==> config.mk <==
export PLATFORM = sky130hd
export DESIGN_NAME = rop_port
export DESIGN_NICKNAME = d
export VERILOG_FILES = /design/src/rop_pkg.sv /design/src/rop_fifo_if.sv /design/src/rop_fifo.sv /design/src/rop_port.sv
export SDC_FILE = /design/constraint.sdc
export NUM_CORES = 1
export LEC_CHECK = 0
export BUFFER_PORTS_ARGS = -buffer_cell sky130_fd_sc_hd__buf_2
export CELL_PAD_IN_SITES_DETAIL_PLACEMENT = 1
export CELL_PAD_IN_SITES_GLOBAL_PLACEMENT = 2
export CORE_ASPECT_RATIO = 1.25
export CORE_UTILIZATION = 44
export DETAILED_ROUTE_END_ITERATION = 8
export PLACE_DENSITY = 0.78
export SLEW_MARGIN = 0
export SYNTH_ARGS = -nofsm -noshare
export SYNTH_HDL_FRONTEND = slang
export SYNTH_HIERARCHICAL = 1
export SYNTH_SLANG_ARGS = --single-unit
export TNS_END_PERCENT = 50
==> constraint.sdc <==
create_clock -name clk_i -period 6.95 [get_ports clk_i]
set_input_delay 0.3475 -clock clk_i [delete_from_list [all_inputs] [get_ports clk_i]]
set_output_delay 0.3475 -clock clk_i [all_outputs]
set_load 0.02 [all_outputs]
==> src/rop_pkg.sv <==
// package for the receive output port: widths, policy codes, modes, states
// assumes every user sits on the single 100 MHz core clock
`default_nettype none
package rop_pkg;
   localparam int ROP_RAW_W = 12;          // widest line character
   localparam int ROP_DEC_W = 10;          // widest decoded character
   localparam int ROP_MAP_W = 14;          // mapped output word width
   localparam int ROP_FIFO_DEPTH = 32;     // receive fifo depth
   // mapped word field positions
   localparam int ROP_F_CMD0 = 10;         // command bit 0
   localparam int ROP_F_CMD1 = 11;         // command bit 1
   localparam int ROP_F_SCD = 12;          // data or command flag
   localparam int ROP_F_VIOL = 13;         // code violation flag
   // discard policy codes
   localparam logic [1:0] ROP_POL_KEEP = 2'h0;  // keep everything
   localparam logic [1:0] ROP_POL_SYNC = 2'h1;  // collapse sync runs
   // decoded command codes, values arbitrary
   localparam logic [9:0] ROP_CMD_SYNC_PRI = 10'h011;   // sync_char_primary
   localparam logic [9:0] ROP_CMD_SYNC_ALT = 10'h012;   // sync_char_alternate
   localparam logic [9:0] ROP_CMD_NULL = 10'h000;       // null_fill_character
   // raw line sync patterns per width, values arbitrary
   localparam logic [11:0] ROP_SYNC10_PRI = 12'h0F8;
   localparam logic [11:0] ROP_SYNC10_ALT = 12'h307;
   localparam logic [11:0] ROP_SYNC12_PRI = 12'h3F8;
   localparam logic [11:0] ROP_SYNC12_ALT = 12'hC07;
   localparam logic [11:0] ROP_MASK10 = 12'h3FF;        // ten bit window mask
   localparam logic [11:0] ROP_MASK12 = 12'hFFF;        // twelve bit window mask
   localparam logic [3:0] ROP_OFF_RESET = 4'h0;         // alignment offset at reset
   // bus mapping modes
   typedef enum logic [1:0] {
      ROP_MODE_ENC8 = 2'b00,
      ROP_MODE_ENC10 = 2'b01,
      ROP_MODE_RAW10 = 2'b10,
      ROP_MODE_RAW12 = 2'b11
   } rop_mode_t;
   // host read phases
   typedef enum logic [1:0] {
      ROP_ST_IDLE = 2'b00,
      ROP_ST_ADDR = 2'b01,
      ROP_ST_DRIVE = 2'b10
   } rop_state_t;
endpackage
`default_nettype wire

==> src/rop_fifo_if.sv <==
// handshake carrier between the port logic and its receive fifo
// assumes both ends share one clock
`timescale 1ns/1ns
`default_nettype none
interface rop_fifo_if #(parameter int W = 14);
   logic wr_valid;     // write request
   logic wr_ready;     // fifo has room
   logic [W-1:0] wr_data;   // write word
   logic rd_valid;     // fifo holds a word
   logic rd_ready;     // reader takes the word
   logic [W-1:0] rd_data;   // head word
   modport fifo (input wr_valid, wr_data, rd_ready, output wr_ready, rd_valid, rd_data);
   modport user (output wr_valid, wr_data, rd_ready, input wr_ready, rd_valid, rd_data);
endinterface
`default_nettype wire

==> src/rop_fifo.sv <==
// receive fifo with valid and ready on both sides
// assumes a single clock and active low asynchronous reset
`timescale 1ns/1ns
`default_nettype none
module rop_fifo #(
   parameter int W = 14,     // word width
   parameter int DEPTH = 32  // entries
) (
   input wire logic clk_i,   // core clock
   input wire logic rstn_i,  // async reset, low active
   rop_fifo_if.fifo f        // both handshakes
);
   localparam int AW = $clog2(DEPTH);
   logic [W-1:0] mem [DEPTH];      // storage
   logic [AW:0] wp_r;              // write pointer with wrap bit
   logic [AW:0] rp_r;              // read pointer with wrap bit
   logic push;                     // word written
   logic pop;                      // word removed

   // honest full and empty from the wrap bits
   assign f.wr_ready = !((wp_r[AW] != rp_r[AW]) && (wp_r[AW-1:0] == rp_r[AW-1:0]));
   assign f.rd_valid = (wp_r != rp_r);
   assign f.rd_data = mem[rp_r[AW-1:0]];
   assign push = f.wr_valid && f.wr_ready;
   assign pop = f.rd_ready && f.rd_valid;

   // storage write, no reset needed
   always_ff @(posedge clk_i) begin
      if (push) begin
         mem[wp_r[AW-1:0]] <= f.wr_data;
      end
   end

   // pointers
   always_ff @(posedge clk_i or negedge rstn_i) begin
      if (!rstn_i) begin
         wp_r <= '0;
         rp_r <= '0;
      end else begin
         if (push) begin
            wp_r <= wp_r + 1'b1;
         end
         if (pop) begin
            rp_r <= rp_r + 1'b1;
         end
      end
   end
endmodule
`default_nettype wire

==> src/rop_port.sv <==
// receive output port: framing, discard policy, bus mapping, host read
// assumes decoder, deserialiser and host all run on clk_i
`timescale 1ns/1ns
`default_nettype none
//
// Behaviour
// - policy zero keeps every received character
// - policy one keeps only last sync of run
// - policy upper bit drops every null fill
// - bus floats while chip select sampled high
// - read enable after select drives bus, pops
// - mode pins choose output bit assignment
// - eight bit encoded nibble placement
// - ten bit encoded five bit placement
// - raw ten bits straight onto bus
// - raw twelve: bits ten, eleven on command
// - raw bit zero is earliest line bit
// - both bypassed: every character straight through
// - framed after sync seen: aligned characters
// - unframed or no sync: alignment not guaranteed
module rop_port
   import rop_pkg::*;
(
   input wire logic clk_i,                 // core clock
   input wire logic rstn_i,                // async reset, low active
   input wire logic [1:0] policy_i,        // discard policy select
   input wire logic encoder_bypass_n_i,    // low: decoder bypassed
   input wire logic char_width_select_i,   // high: 8 bit / raw 10
   input wire logic fifo_bypass_select_i,  // high: no fifo
   input wire logic framing_enable_i,      // allow realignment
   input wire logic raw_valid_i,           // line word valid
   input wire logic [11:0] raw_bits_i,     // line word, bit 0 earliest
   output logic raw_ready_o,               // line word taken
   output logic [11:0] framed_word_o,      // aligned word to decoder
   output logic sync_seen_o,               // alignment locked
   input wire logic dec_valid_i,           // decoded char valid
   input wire logic [9:0] dec_bits_i,      // decoded char
   input wire logic dec_cmd_i,             // decoded char is command
   input wire logic dec_viol_i,            // decoder code violation
   output logic dec_ready_o,               // decoded char taken
   input wire logic cs_n_i,                // chip select, low active
   input wire logic receive_read_enable_n_i, // read enable, low active
   output logic [9:0] receive_char_bus_o,  // data bus value
   output logic [1:0] receive_command_bits_o, // command bits 1..0
   output logic data_or_command_flag_o,    // high: command
   output logic code_violation_flag_o,     // violation seen
   output logic receive_bus_oe_n_o,        // low: bus driven
   output logic fifo_empty_o               // nothing to read
);
   rop_fifo_if #(.W(ROP_MAP_W)) ff ();     // fifo carrier

   rop_fifo #(.W(ROP_MAP_W), .DEPTH(ROP_FIFO_DEPTH)) u_fifo (
      .clk_i(clk_i),
      .rstn_i(rstn_i),
      .f(ff.fifo)
   );

   // decode the mode pins into a mapping mode
   function automatic rop_mode_t mode_of(input logic enc_n, input logic w8);
      rop_mode_t m;
      m = ROP_MODE_ENC8;
      case ({enc_n, w8})
         2'b11: m = ROP_MODE_ENC8;
         2'b10: m = ROP_MODE_ENC10;
         2'b01: m = ROP_MODE_RAW10;
         2'b00: m = ROP_MODE_RAW12;
         default: m = ROP_MODE_ENC8;
      endcase
      return m;
   endfunction

   // place a character on the output pins for the given mode
   function automatic logic [13:0] map_char(input rop_mode_t m, input logic [11:0] w,
                                            input logic cmd, input logic viol);
      logic [13:0] o;
      o = '0;
      case (m)
         ROP_MODE_ENC8: begin
            o[7:4] = w[7:4];
            if (cmd) begin
               o[8] = w[3];
               o[9] = w[2];
               o[ROP_F_CMD1] = w[1];
               o[ROP_F_CMD0] = w[0];
            end else begin
               o[3:0] = w[3:0];
            end
            o[ROP_F_SCD] = cmd;
            o[ROP_F_VIOL] = viol;
         end
         ROP_MODE_ENC10: begin
            o[8:4] = w[9:5];
            if (cmd) begin
               o[ROP_F_CMD1] = w[1];
               o[ROP_F_CMD0] = w[0];
            end else begin
               o[9] = w[4];
               o[3:0] = w[3:0];
            end
            o[ROP_F_SCD] = cmd;
            o[ROP_F_VIOL] = viol;
         end
         ROP_MODE_RAW10: begin
            o[9:0] = w[9:0];
         end
         ROP_MODE_RAW12: begin
            o[9:0] = w[9:0];
            o[ROP_F_CMD1] = w[10];
            o[ROP_F_CMD0] = w[11];
         end
         default: o = '0;
      endcase
      return o;
   endfunction

   // does the window hold a sync pattern starting at bit k
   function automatic logic sync_at(input logic [23:0] win, input int k, input logic w10);
      logic [11:0] s;
      s = win[k +: 12] & (w10 ? ROP_MASK10 : ROP_MASK12);
      if (w10) begin
         return (s == ROP_SYNC10_PRI) || (s == ROP_SYNC10_ALT);
      end
      return (s == ROP_SYNC12_PRI) || (s == ROP_SYNC12_ALT);
   endfunction

   rop_mode_t mode;              // current bus mapping
   logic w10;                    // line characters are ten bits
   logic [1:0] pol;              // effective discard policy
   logic [11:0] prev_r;          // previous line word
   logic [3:0] off_r;            // locked bit offset
   logic [3:0] hit_off;          // offset found in this window
   logic hit;                    // sync found in this window
   logic [23:0] win;             // two words, earliest bits low
   logic [11:0] framed_r;        // aligned line word
   logic framed_v_r;             // aligned word waiting
   logic seen_r;                 // sync seen under framing
   logic raw_acc;                // line word taken
   logic src_v;                  // selected source valid
   logic [11:0] src_w;           // selected source word
   logic src_cmd;                // selected source is command
   logic src_viol;               // selected source violation
   logic new_sync;               // arriving char is a sync
   logic new_null;               // arriving char is null fill
   logic acc;                    // arriving char taken
   logic sink_rdy;               // fifo or output reg can take
   logic drop_new;               // arriving char discarded
   logic merge;                  // arriving sync replaces held one
   logic flush;                  // held char leaves without arrival
   logic wr;                     // held char written onward
   logic [13:0] hold_r;          // held mapped char
   logic hold_v_r;               // held char present
   logic hold_sync_r;            // held char is a sync
   logic [13:0] out_r;           // output register
   rop_state_t st_r;             // host read phase
   rop_state_t st_nxt;           // next read phase
   logic pop;                    // host read cycle

   assign mode = mode_of(encoder_bypass_n_i, char_width_select_i);
   assign w10 = char_width_select_i;
   // raw characters cannot be classed, so with the decoder bypassed
   // every character is kept whatever the policy pins say
   assign pol = encoder_bypass_n_i ? policy_i : ROP_POL_KEEP;

   // framing window over the previous and the current line word
   assign win = w10 ? {4'h0, raw_bits_i[9:0], prev_r[9:0]} : {raw_bits_i, prev_r};

   // lowest offset holding a sync pattern
   always_comb begin
      hit = 1'b0;
      hit_off = ROP_OFF_RESET;
      for (int k = 11; k >= 0; k--) begin
         if ((!w10 || k < 10) && sync_at(win, k, w10)) begin
            hit = 1'b1;
            hit_off = 4'(k);
         end
      end
   end

   assign raw_ready_o = !framed_v_r || (!encoder_bypass_n_i ? acc : 1'b1);
   assign raw_acc = raw_valid_i && raw_ready_o;

   // offset lock: framing off falls back to offset zero, unaligned
   always_ff @(posedge clk_i or negedge rstn_i) begin
      if (!rstn_i) begin
         off_r <= ROP_OFF_RESET;
         seen_r <= 1'b0;
      end else if (!framing_enable_i) begin
         off_r <= ROP_OFF_RESET;
         seen_r <= 1'b0;
      end else if (raw_acc && hit) begin
         off_r <= hit_off;
         seen_r <= 1'b1;
      end
   end

   // aligned word stage, bit zero stays the earliest line bit
   always_ff @(posedge clk_i or negedge rstn_i) begin
      if (!rstn_i) begin
         prev_r <= '0;
         framed_r <= '0;
         framed_v_r <= 1'b0;
      end else if (raw_acc) begin
         prev_r <= raw_bits_i;
         framed_r <= win[(framing_enable_i && hit ? hit_off : off_r) +: 12]
                     & (w10 ? ROP_MASK10 : ROP_MASK12);
         framed_v_r <= 1'b1;
      end else if (!encoder_bypass_n_i ? acc : 1'b1) begin
         framed_v_r <= 1'b0;
      end
   end

   assign framed_word_o = framed_r;
   assign sync_seen_o = seen_r;

   // source select: aligned raw words or decoded characters
   assign src_v = encoder_bypass_n_i ? dec_valid_i : framed_v_r;
   assign src_w = encoder_bypass_n_i ? {2'b00, dec_bits_i} : framed_r;
   assign src_cmd = encoder_bypass_n_i && dec_cmd_i;
   assign src_viol = encoder_bypass_n_i && dec_viol_i;
   assign new_sync = src_cmd && (src_w[9:0] == ROP_CMD_SYNC_PRI || src_w[9:0] == ROP_CMD_SYNC_ALT);
   assign new_null = src_cmd && (src_w[9:0] == ROP_CMD_NULL);

   // discard decisions, taken ahead of the fifo
   assign sink_rdy = fifo_bypass_select_i ? 1'b1 : ff.wr_ready;
   assign acc = src_v && (!hold_v_r || sink_rdy);
   assign dec_ready_o = encoder_bypass_n_i && (!hold_v_r || sink_rdy);
   assign drop_new = pol[1] && new_null;
   assign merge = (pol == ROP_POL_SYNC) && hold_v_r && hold_sync_r && new_sync;
   // under policy one a held sync waits for the next arrival, since only then is it
   // known whether it ends its run; anything else drains at once
   assign flush = !acc && hold_v_r && sink_rdy && !((pol == ROP_POL_SYNC) && hold_sync_r);
   assign wr = (acc && hold_v_r && !drop_new && !merge) || flush;

   // one character hold stage
   always_ff @(posedge clk_i or negedge rstn_i) begin
      if (!rstn_i) begin
         hold_r <= '0;
         hold_v_r <= 1'b0;
         hold_sync_r <= 1'b0;
      end else if (acc && !drop_new) begin
         hold_r <= map_char(mode, src_w, src_cmd, src_viol);
         hold_v_r <= 1'b1;
         hold_sync_r <= new_sync;
      end else if (flush) begin
         hold_v_r <= 1'b0;
      end
   end

   // onward write: into the fifo, or straight to the output register
   assign ff.wr_valid = wr && !fifo_bypass_select_i;
   assign ff.wr_data = hold_r;

   // host read phases
   always_comb begin
      st_nxt = st_r;
      case (st_r)
         ROP_ST_IDLE: st_nxt = cs_n_i ? ROP_ST_IDLE : ROP_ST_ADDR;
         ROP_ST_ADDR: begin
            if (cs_n_i) begin
               st_nxt = ROP_ST_IDLE;
            end else if (!receive_read_enable_n_i) begin
               st_nxt = ROP_ST_DRIVE;
            end
         end
         ROP_ST_DRIVE: st_nxt = cs_n_i ? ROP_ST_IDLE : ROP_ST_DRIVE;
         default: st_nxt = ROP_ST_IDLE;
      endcase
   end

   always_ff @(posedge clk_i or negedge rstn_i) begin
      if (!rstn_i) begin
         st_r <= ROP_ST_IDLE;
      end else begin
         st_r <= st_nxt;
      end
   end

   // a read cycle needs the select seen one cycle earlier
   assign pop = (st_r != ROP_ST_IDLE) && !cs_n_i && !receive_read_enable_n_i;
   assign ff.rd_ready = pop && !fifo_bypass_select_i;

   // output register
   always_ff @(posedge clk_i or negedge rstn_i) begin
      if (!rstn_i) begin
         out_r <= '0;
      end else if (fifo_bypass_select_i) begin
         if (wr) begin
            out_r <= hold_r;
         end
      end else if (ff.rd_ready && ff.rd_valid) begin
         out_r <= ff.rd_data;
      end
   end

   assign receive_char_bus_o = out_r[9:0];
   assign receive_command_bits_o = {out_r[ROP_F_CMD1], out_r[ROP_F_CMD0]};
   assign data_or_command_flag_o = out_r[ROP_F_SCD];
   assign code_violation_flag_o = out_r[ROP_F_VIOL];
   assign receive_bus_oe_n_o = (st_r != ROP_ST_DRIVE);
   assign fifo_empty_o = !ff.rd_valid;

   // checks
   a_hiz_on_deselect: assert property (@(posedge clk_i) disable iff (!rstn_i)
      cs_n_i |=> receive_bus_oe_n_o)
      else $error("bus driven after deselect");
   a_read_drives_bus: assert property (@(posedge clk_i) disable iff (!rstn_i)
      (st_r == ROP_ST_IDLE) && !cs_n_i ##1 !cs_n_i && !receive_read_enable_n_i
      |=> !receive_bus_oe_n_o)
      else $error("read after select did not drive bus");
   a_keep_all_chars: assert property (@(posedge clk_i) disable iff (!rstn_i)
      acc && hold_v_r && (pol == ROP_POL_KEEP) |-> wr)
      else $error("character lost under keep all");
   a_sync_run_merge: assert property (@(posedge clk_i) disable iff (!rstn_i)
      acc && (pol == ROP_POL_SYNC) && hold_v_r && hold_sync_r && new_sync
      |-> !wr ##1 hold_v_r && hold_sync_r)
      else $error("sync run not collapsed");
   a_null_dropped: assert property (@(posedge clk_i) disable iff (!rstn_i)
      acc && pol[1] && new_null |=> $stable(hold_r))
      else $error("null fill kept");
   a_drop_no_fifo: assert property (@(posedge clk_i) disable iff (!rstn_i)
      acc && drop_new && !hold_v_r |-> !ff.wr_valid)
      else $error("discarded char reached fifo");
   a_bypass_direct: assert property (@(posedge clk_i) disable iff (!rstn_i)
      fifo_bypass_select_i && wr |=> out_r == $past(hold_r))
      else $error("bypass char not on output");
   a_unframed_off: assert property (@(posedge clk_i) disable iff (!rstn_i)
      !framing_enable_i |=> off_r == ROP_OFF_RESET && !sync_seen_o)
      else $error("offset kept while framing off");
   a_sync_locks: assert property (@(posedge clk_i) disable iff (!rstn_i)
      framing_enable_i && raw_acc && hit |=> sync_seen_o && off_r == $past(hit_off))
      else $error("sync did not lock alignment");
endmodule
`default_nettype wire

== After elaboration in Yosys (flattened, before gate mapping) ==
Memory sizes are Yosys's and may differ from the RTL's.
Cells that the tools add are included.
Word-level totals
  bits in registers: 74
  word-level logic and storage cells: 259
  output and inout port bits: 31
  input bits: 36
  bits in writable memories: 448
  bits in latches: 0
  memories: 1
  bits in read-only memories: 0
Operators by class
  shift operators: 1
  divide/modulo/power cells: 0
  reductions and logical operators: 81
  mux-type cells: 83
  eq/ne operators: 66
  magnitude comparators: 0
  bitwise gates (word level): 13
  multipliers: 0
  add/subtract/negate cells: 2
Memory list
  u_fifo.mem: words 32, width 14, read ports 1, clocked after Yosys merged registers in 0, write ports 1, line rop_fifo.sv:14  | logic [W-1:0] mem [DEPTH];
Operators with widths (count)
  $eq A12 B10 Y1 const B: 24
  $and A12 B12 Y12: 13
  $eq A12 B12 Y1 const B: 12
  $eq A12 B8 Y1 const B: 12
  $mux W4: 17
  $mux W1: 50
  $mux W14: 3
  $logic_and A1 B1 Y1: 30
  $pmux W10 S3: 1
  $logic_or A1 B1 Y1: 28
  $mux W12: 2
  $mux W24: 1
  $shiftx A24 B5 Y12: 1
  $eq A10 B5 Y1 const B: 2
  $add A6 B1 Y6 const B: 2
  $logic_not A1 Y1: 12
  $mux W2: 6
  $pmux W2 S3: 2
  $eq A2 B2 Y1 const B: 5
  $logic_not A10 Y1: 1
  $eq A2 B1 Y1 const B: 4
  $pmux W2 S4: 1
  $reduce_bool A2 Y1: 4
  $logic_not A2 Y1: 3
  other kinds (8): 10

== Logic depth before layout (Yosys ltp) ==
  depth in word-level cells: 23
  gate-level depth with buffers: 15
  depth with buffers taken out: 12

== Hierarchy ==
The synthesis kept the hierarchy.
Modules (own cells, without submodules)
  rop_fifo: area each 18113.6 um^2, sequential area each 13753.2 um^2, cells each 1042, times used 1
  rop_port: area each 5407.7 um^2, sequential area each 1551.5 um^2, cells each 683, times used 1

== Least setup slack after synthesis ==
OpenSTA, ideal clock, no wires.
  kind: reg-to-reg
  from: reg u_fifo.wp_r[4]
  to: mem u_fifo.mem[30][0], enable pin
  required time: 6566 ps
  slack: 3780 ps
  path buffers: 2
  period minus slack after synthesis: 3170 ps
  stages on the path, launching flop included: 15
  setup time: 384 ps
  arrival: 2785 ps
  path through: dfrtp_1 -> buf_2 -> xnor2_1 -> nand3_1 -> nor2_1 -> nand2_1 -> nor3b_1 -> or3_1 -> a21oi_1 -> o21ai_0 -> nor2_1 -> o31a_1 -> buf_6 -> nand2_2 -> nor2_1
Between the ends
  cells in the longest elaborated chain, start to end: 15
  elaborated cells on any way between the ends: 18
  those cells by class: 1 x eq/ne; 3 x mux; 14 x reduce/logical
RTL lines
  from (decl): line rop_fifo.sv:15  | logic [AW:0] wp_r;
  from (signal assigned): line rop_fifo.sv:41  | wp_r <= wp_r + 1'b1;
  $eq A5 B5 Y1 (*): line rop_fifo.sv:21  | assign f.wr_ready = !((wp_r[AW] != rp_r[AW]) && (wp_r[AW-1:0] == rp_r[AW-1:0]));
  $logic_and A1 B1 Y1 (*): line rop_fifo.sv:21
  $logic_not A1 Y1 (*): line rop_fifo.sv:21
  via ff.wr_ready: line rop_fifo_if.sv:7  | logic wr_ready;
  $mux W1 (*): line rop_port.sv:224  | assign sink_rdy = fifo_bypass_select_i ? 1'b1 : ff.wr_ready;
  $logic_or A1 B1 Y1: line rop_port.sv:225  | assign acc = src_v && (!hold_v_r || sink_rdy);
  $logic_and A1 B1 Y1: line rop_port.sv:225
  $logic_not A1 Y1: line rop_port.sv:231  | assign flush = !acc && hold_v_r && sink_rdy && !((pol == ROP_POL_SYNC) && hold_sync_r);
  $logic_and A1 B1 Y1 (3 in series): line rop_port.sv:231
  $logic_or A1 B1 Y1 (*): line rop_port.sv:232  | assign wr = (acc && hold_v_r && !drop_new && !merge) || flush;
  $logic_and A1 B1 Y1 (*): line rop_port.sv:250  | assign ff.wr_valid = wr && !fifo_bypass_select_i;
  via ff.wr_valid: line rop_fifo_if.sv:6  | logic wr_valid;
  $logic_and A1 B1 Y1 (*): line rop_fifo.sv:24  | assign push = f.wr_valid && f.wr_ready;
  $mux W1 (*): line rop_fifo.sv:29  | if (push) begin
  $mux W1 (implied by the code) (*): line rop_fifo.sv:30  | mem[wp_r[AW-1:0]] <= f.wr_data;
  to (decl): line rop_fifo.sv:14
Mark *: on every way through the listed nets, which the timed path passes. The rest lies on a longest branch.

== Worst setup path after layout ==
  from: reg u_fifo.rp_r[1]
  to: mem u_fifo.mem[14][12], enable pin
Between the ends
  cells in the longest elaborated chain, start to end: 15
  elaborated cells on any way between the ends: 18
  those cells by class: 1 x eq/ne; 3 x mux; 14 x reduce/logical
RTL lines
  from (decl): line rop_fifo.sv:16  | logic [AW:0] rp_r;
  from (signal assigned): line rop_fifo.sv:44  | rp_r <= rp_r + 1'b1;
  $eq A5 B5 Y1 (*): line rop_fifo.sv:21
  $logic_and A1 B1 Y1 (*): line rop_fifo.sv:21
  $logic_not A1 Y1 (*): line rop_fifo.sv:21
  via ff.wr_ready: line rop_fifo_if.sv:7
  $mux W1 (*): line rop_port.sv:224
  $logic_or A1 B1 Y1: line rop_port.sv:225
  $logic_and A1 B1 Y1: line rop_port.sv:225
  $logic_not A1 Y1: line rop_port.sv:231
  $logic_and A1 B1 Y1 (3 in series): line rop_port.sv:231
  $logic_or A1 B1 Y1 (*): line rop_port.sv:232
  $logic_and A1 B1 Y1 (*): line rop_port.sv:250
  via ff.wr_valid: line rop_fifo_if.sv:6
  $logic_and A1 B1 Y1 (*): line rop_fifo.sv:24
  $mux W1 (*): line rop_fifo.sv:29
  $mux W1 (implied by the code) (*): line rop_fifo.sv:30
Marked as above.

==> PnR_summary.wiki <==
{| class="wikitable"
! Metric !! Value
|-
| Outcome || complete, no violations
|-
| Count of unique library cells instantiated by Yosys || 90
|-
| Clock tree from TritonCTS || built
|-
| Count of antenna-violating nets left after detailed routing || 0
|-
| Maximum achievable frequency || 189 MHz
|-
| Final WS setup || 1.67 ns
|-
| First-pass DRT Iterations || 5
|-
| Asr flop ratio synth || 14.2%
|-
| Number of antenna violations at the first check in global routing || 0
|-
| Post-Synthesis Cells || 1725
|-
| Die area || 54400 um^2
|-
| Net count after synthesis || 1770
|-
| Total of buffers placed on input and output ports || 66
|-
| Placed wire-length estimate after detailed placement || 43900 um
|-
| Tot GR Track Use || 25.3%
|-
| Number of nets in the layout || 1816
|-
| Worst path slowest cell || sky130_fd_sc_hd__nor2_1
|-
| Ratio of routed vias to standard cells || 6.04
|-
| H-tree depth || 2
|-
| Largest buffer count on any clock path || 3
|-
| Crit path launch type || register
|-
| Setup Total Neg Slack || 0 ns
|-
| Synth Register Bits || 522
|-
| Clk root buf || sky130_fd_sc_hd__clkbuf_16
|-
| Largest clock skew in the final design || 0.0189 ns
|-
| Wirelength, routed || 68200 um
|-
| Pre-CTS setup slack || 1.70 ns
|-
| Clock edge transition at the registers on the reported setup and hold paths || 0.06 ns
|-
| Kind of cell with the highest combined delay on the critical path || simple AND/OR/NAND/NOR gates
|-
| Worst-skew pair later-pin latency || 0.59 ns
|-
| Critical path arrival || 5.48 ns
|-
| Remaining max-slew budget at the tightest pin || 11.4%
|-
| Max-cap violation count || 0
|-
| Cell type with the largest total area after synthesis || sky130_fd_sc_hd__edfxtp_1
|-
| Ratio of final minimum period to clock period || 76.0%
|-
| Layout Cells excl Fill || 2486
|-
| Class of the worst hold path || in2reg
|-
| Critical path cell sequence || xnor2_1, nand3_1, nor2_1, nand2_1, nor3b_1, or3_1, a21oi_1, o21ai_0, nor2_1, o31a_1, nand2_2, nor2_1
|-
| Proportion of synthesized chip area in sequential cells || 65.1%
|-
| Remaining design rule violation count || 0
|-
| Slew at the pin closest to its max-slew limit || 1.32 ns
|-
| Routed WL per cell || 27.4 um
|-
| Top post-synthesis cells by area || sky130_fd_sc_hd__edfxtp_1 (57%), sky130_fd_sc_hd__mux2i_1 (12%), sky130_fd_sc_hd__dfrtp_1 (7.9%)
|-
| Cell mode on critical path || sky130_fd_sc_hd__nor2_1
|-
| Syn_area_per_cell || 13.6 um^2
|-
| CP bufs+invs || 0
|-
| Total core area || 52700 um^2
|-
| Number of instances resized during post-cts repair || 0
|-
| Clock buffers created by TritonCTS || 53
|-
| Post-layout min period || 5.28 ns
|-
| Total count of max-transition violations in the final report || 0
|-
| Crit path largest cell delay || 1.08 ns
|-
| Maximum number of pins on one net before global-route repair || 63
|-
| Count of clock tree sinks || 522
|-
| Leakage power total || 9.35 nW
|-
| Row Count || 94
|-
| Die outline width || 209 um
|-
| Most common flop cell mapped by yosys || sky130_fd_sc_hd__edfxtp_1
|-
| Die height || 261 um
|-
| Antenna Cells || 0
|-
| Count of final hold-check violations || 0
|-
| Post-synthesis to final-layout area growth || 11.1%
|-
| GRT overflow || 0
|-
| Number of instances in the placed design || 2385
|-
| Critical-path maximum fanout || 45
|-
| Mapped Area || 23500 um^2
|-
| Synth warnings || 6
|-
| Number of global-route vias before repair || 15800
|-
| Post-synth EDFFs || 448
|-
| GPL Wtd Cong || 0.861
|-
| Crit end category || register
|-
| Data required time at the worst endpoint || 7.15 ns
|-
| Setup repair after global routing missed its margin || no
|-
| VDD IR-drop max || 0.201 mV
|-
| Ports placed on the boundary || 67
|-
| First DRT Iteration DRCs || 1145
|-
| Fraction of post-synthesis cell area in the top cell type by area || 57.2%
|-
| Worst setup path class || reg2reg
|-
| Fraction of layout instances using a drive strength above 1 || 12.7%
|-
| Vias after detailed routing || 15000
|-
| Number of setup violations in the final report || 0
|-
| Power density over the cells || 342 nW/um^2
|-
| Global-route wire length before repair || 101000 um
|-
| Initial Util || 44.6%
|}
## synthesized netlist by cell type, types with 6 or more instances
cell                       number
sky130_fd_sc_hd__a21oi_1       56
sky130_fd_sc_hd__nand2_1      115
sky130_fd_sc_hd__and2_1        10
sky130_fd_sc_hd__dfrtp_1       74
sky130_fd_sc_hd__inv_1         16
sky130_fd_sc_hd__clkbuf_1      41
sky130_fd_sc_hd__a22oi_1      100
sky130_fd_sc_hd__a211o_1        7
sky130_fd_sc_hd__nor2b_1       11
sky130_fd_sc_hd__ha_1           9
sky130_fd_sc_hd__nor4_1         8
sky130_fd_sc_hd__o21ai_0       43
sky130_fd_sc_hd__nand3_1       85
sky130_fd_sc_hd__nor3_1        24
sky130_fd_sc_hd__nand3b_1       7
sky130_fd_sc_hd__nor3b_1        6
sky130_fd_sc_hd__mux2i_1      275
sky130_fd_sc_hd__a211oi_1      11
sky130_fd_sc_hd__buf_2         53
sky130_fd_sc_hd__o21ai_1        7
sky130_fd_sc_hd__buf_1          9
sky130_fd_sc_hd__xnor2_1       13
sky130_fd_sc_hd__o31ai_1        6
sky130_fd_sc_hd__edfxtp_1     448
sky130_fd_sc_hd__xor2_1         6
sky130_fd_sc_hd__o22ai_1        9
sky130_fd_sc_hd__buf_6          7
sky130_fd_sc_hd__nand4_1       35
sky130_fd_sc_hd__nor2_1       108
sky130_fd_sc_hd__and3_1         8
## placed cells by master, fill, tap and decap left out, types with 55 or more instances in the layout
cell / n
sky130_fd_sc_hd__a21oi_1: 56
sky130_fd_sc_hd__a22oi_1: 100
sky130_fd_sc_hd__buf_2: 65
sky130_fd_sc_hd__clkbuf_16: 55
sky130_fd_sc_hd__dfrtp_1: 71
sky130_fd_sc_hd__edfxtp_1: 448
sky130_fd_sc_hd__mux2i_1: 275
sky130_fd_sc_hd__nand2_1: 115
sky130_fd_sc_hd__nand3_1: 85
sky130_fd_sc_hd__nor2_1: 107
## logic make-up (layout without fill, tap and decap cells)
kind of cell / count (synthesis) / count (layout) / share of synthesized area, %
xor+xnor: 19 / 19 / 0.707
compound gates: 300 / 300 / 9.18
buf+inv: 132 / 221 / 2.68
simple gates: 461 / 461 / 9.85
mux: 282 / 282 / 12.0
flops: 522 / 522 / 65.1
fa+ha+maj: 9 / 9 / 0.479
## metal layers
metal	part of all wire (%)	global-route usage, %	vias to the layer above
li1	-	-	6749
met1	40	30.8	7759
met2	52	45.8	393
met3	4.1	3.36	111
met4	3.5	8.95	0
met5	0	0	-
## flip-flops by register name, summed over array words and instances, names as in the netlist, 2 cells and up
name	cells
u_fifo/rp_r	6
out_r	14
u_fifo/mem	448
st_r	2
prev_r	12
ff.wr_data	14
framed_word_o	12
u_fifo/wp_r	6
off_r	4
## worst reg2reg max path, cell delays in order, from the launching register on
cell and delay [ns]:
sky130_fd_sc_hd__dfrtp_4 0.93, sky130_fd_sc_hd__xnor2_1 0.18, sky130_fd_sc_hd__nand3_1 0.24, sky130_fd_sc_hd__nor2_1 0.10, sky130_fd_sc_hd__nand2_1 0.12, sky130_fd_sc_hd__nor3b_1 0.09
sky130_fd_sc_hd__or3_1 0.78, sky130_fd_sc_hd__a21oi_1 0.27, sky130_fd_sc_hd__o21ai_0 0.19, sky130_fd_sc_hd__nor2_1 0.13, sky130_fd_sc_hd__o31a_1 0.46, sky130_fd_sc_hd__nand2_2 0.33
sky130_fd_sc_hd__nor2_1 1.08
## final timing paths
| kind | slack (ns) | endpoint | startpoint | depth (start not counted) |
|---|---|---|---|---|
| worst max-delay path | 1.67 | u_fifo/mem[14][12] | u_fifo/rp_r[1] | 12 |
| worst min-delay path | 0.04 | ff.wr_data[13] | dec_viol_i | 3 |
| worst max register to register | 1.67 | u_fifo/mem[14][12] | u_fifo/rp_r[1] | 12 |
| worst min register to register | 0.49 | ff.wr_data[13] | ff.wr_data[13] | 2 |
| max in group asynchronous | 5.55 | u_fifo/rp_r[1] | rstn_i | 3 |
| min in group asynchronous | 0.24 | ff.wr_data[5] | rstn_i | 2 |
## metrics by stage
step           total power, mW  cell area (um^2)  hold slack [ns]  util, %
2_1_floorplan             5.42             23500           0.0519        -
3_3_place_gp              6.18             24400            0.313     46.4
3_5_place_dp              6.24             24400            0.313     46.4
4_1_cts                   9.01             26100          0.00842     49.6
5_1_grt                   9.27             26100           0.0436     49.6
6_report                  8.94             26100           0.0401     49.6
## final cells by class
cell class | instances | area (um^2)
Inverter | 18 | 67.6
Clock buffer | 70 | 1450
Multi-Input combinational cell | 1071 | 7610
Sequential cell | 522 | 15300
Clock inverter | 28 | 221
Tap cell | 672 | 841
Timing Repair Buffer | 105 | 633
Fill cell | 5267 | 26500
## where the power goes
| group | switching (mW) | internal (mW) |
|---|---|---|
| Clock | 1.18 | 1.58 |
| Combinational | 1.50 | 0.808 |
| Sequential | 0.230 | 3.64 |
| Total | 2.91 | 6.03 |
## repair_timing
item / 4_1_cts / 5_1_grt
buffers inserted: 0 / 0
endpoints found under the hold margin: 30 / 0
endpoints found under the setup margin: 0 / 0
hold buffers: 3 / 0
No activity file was read; power rests on OpenSTA's default activity.
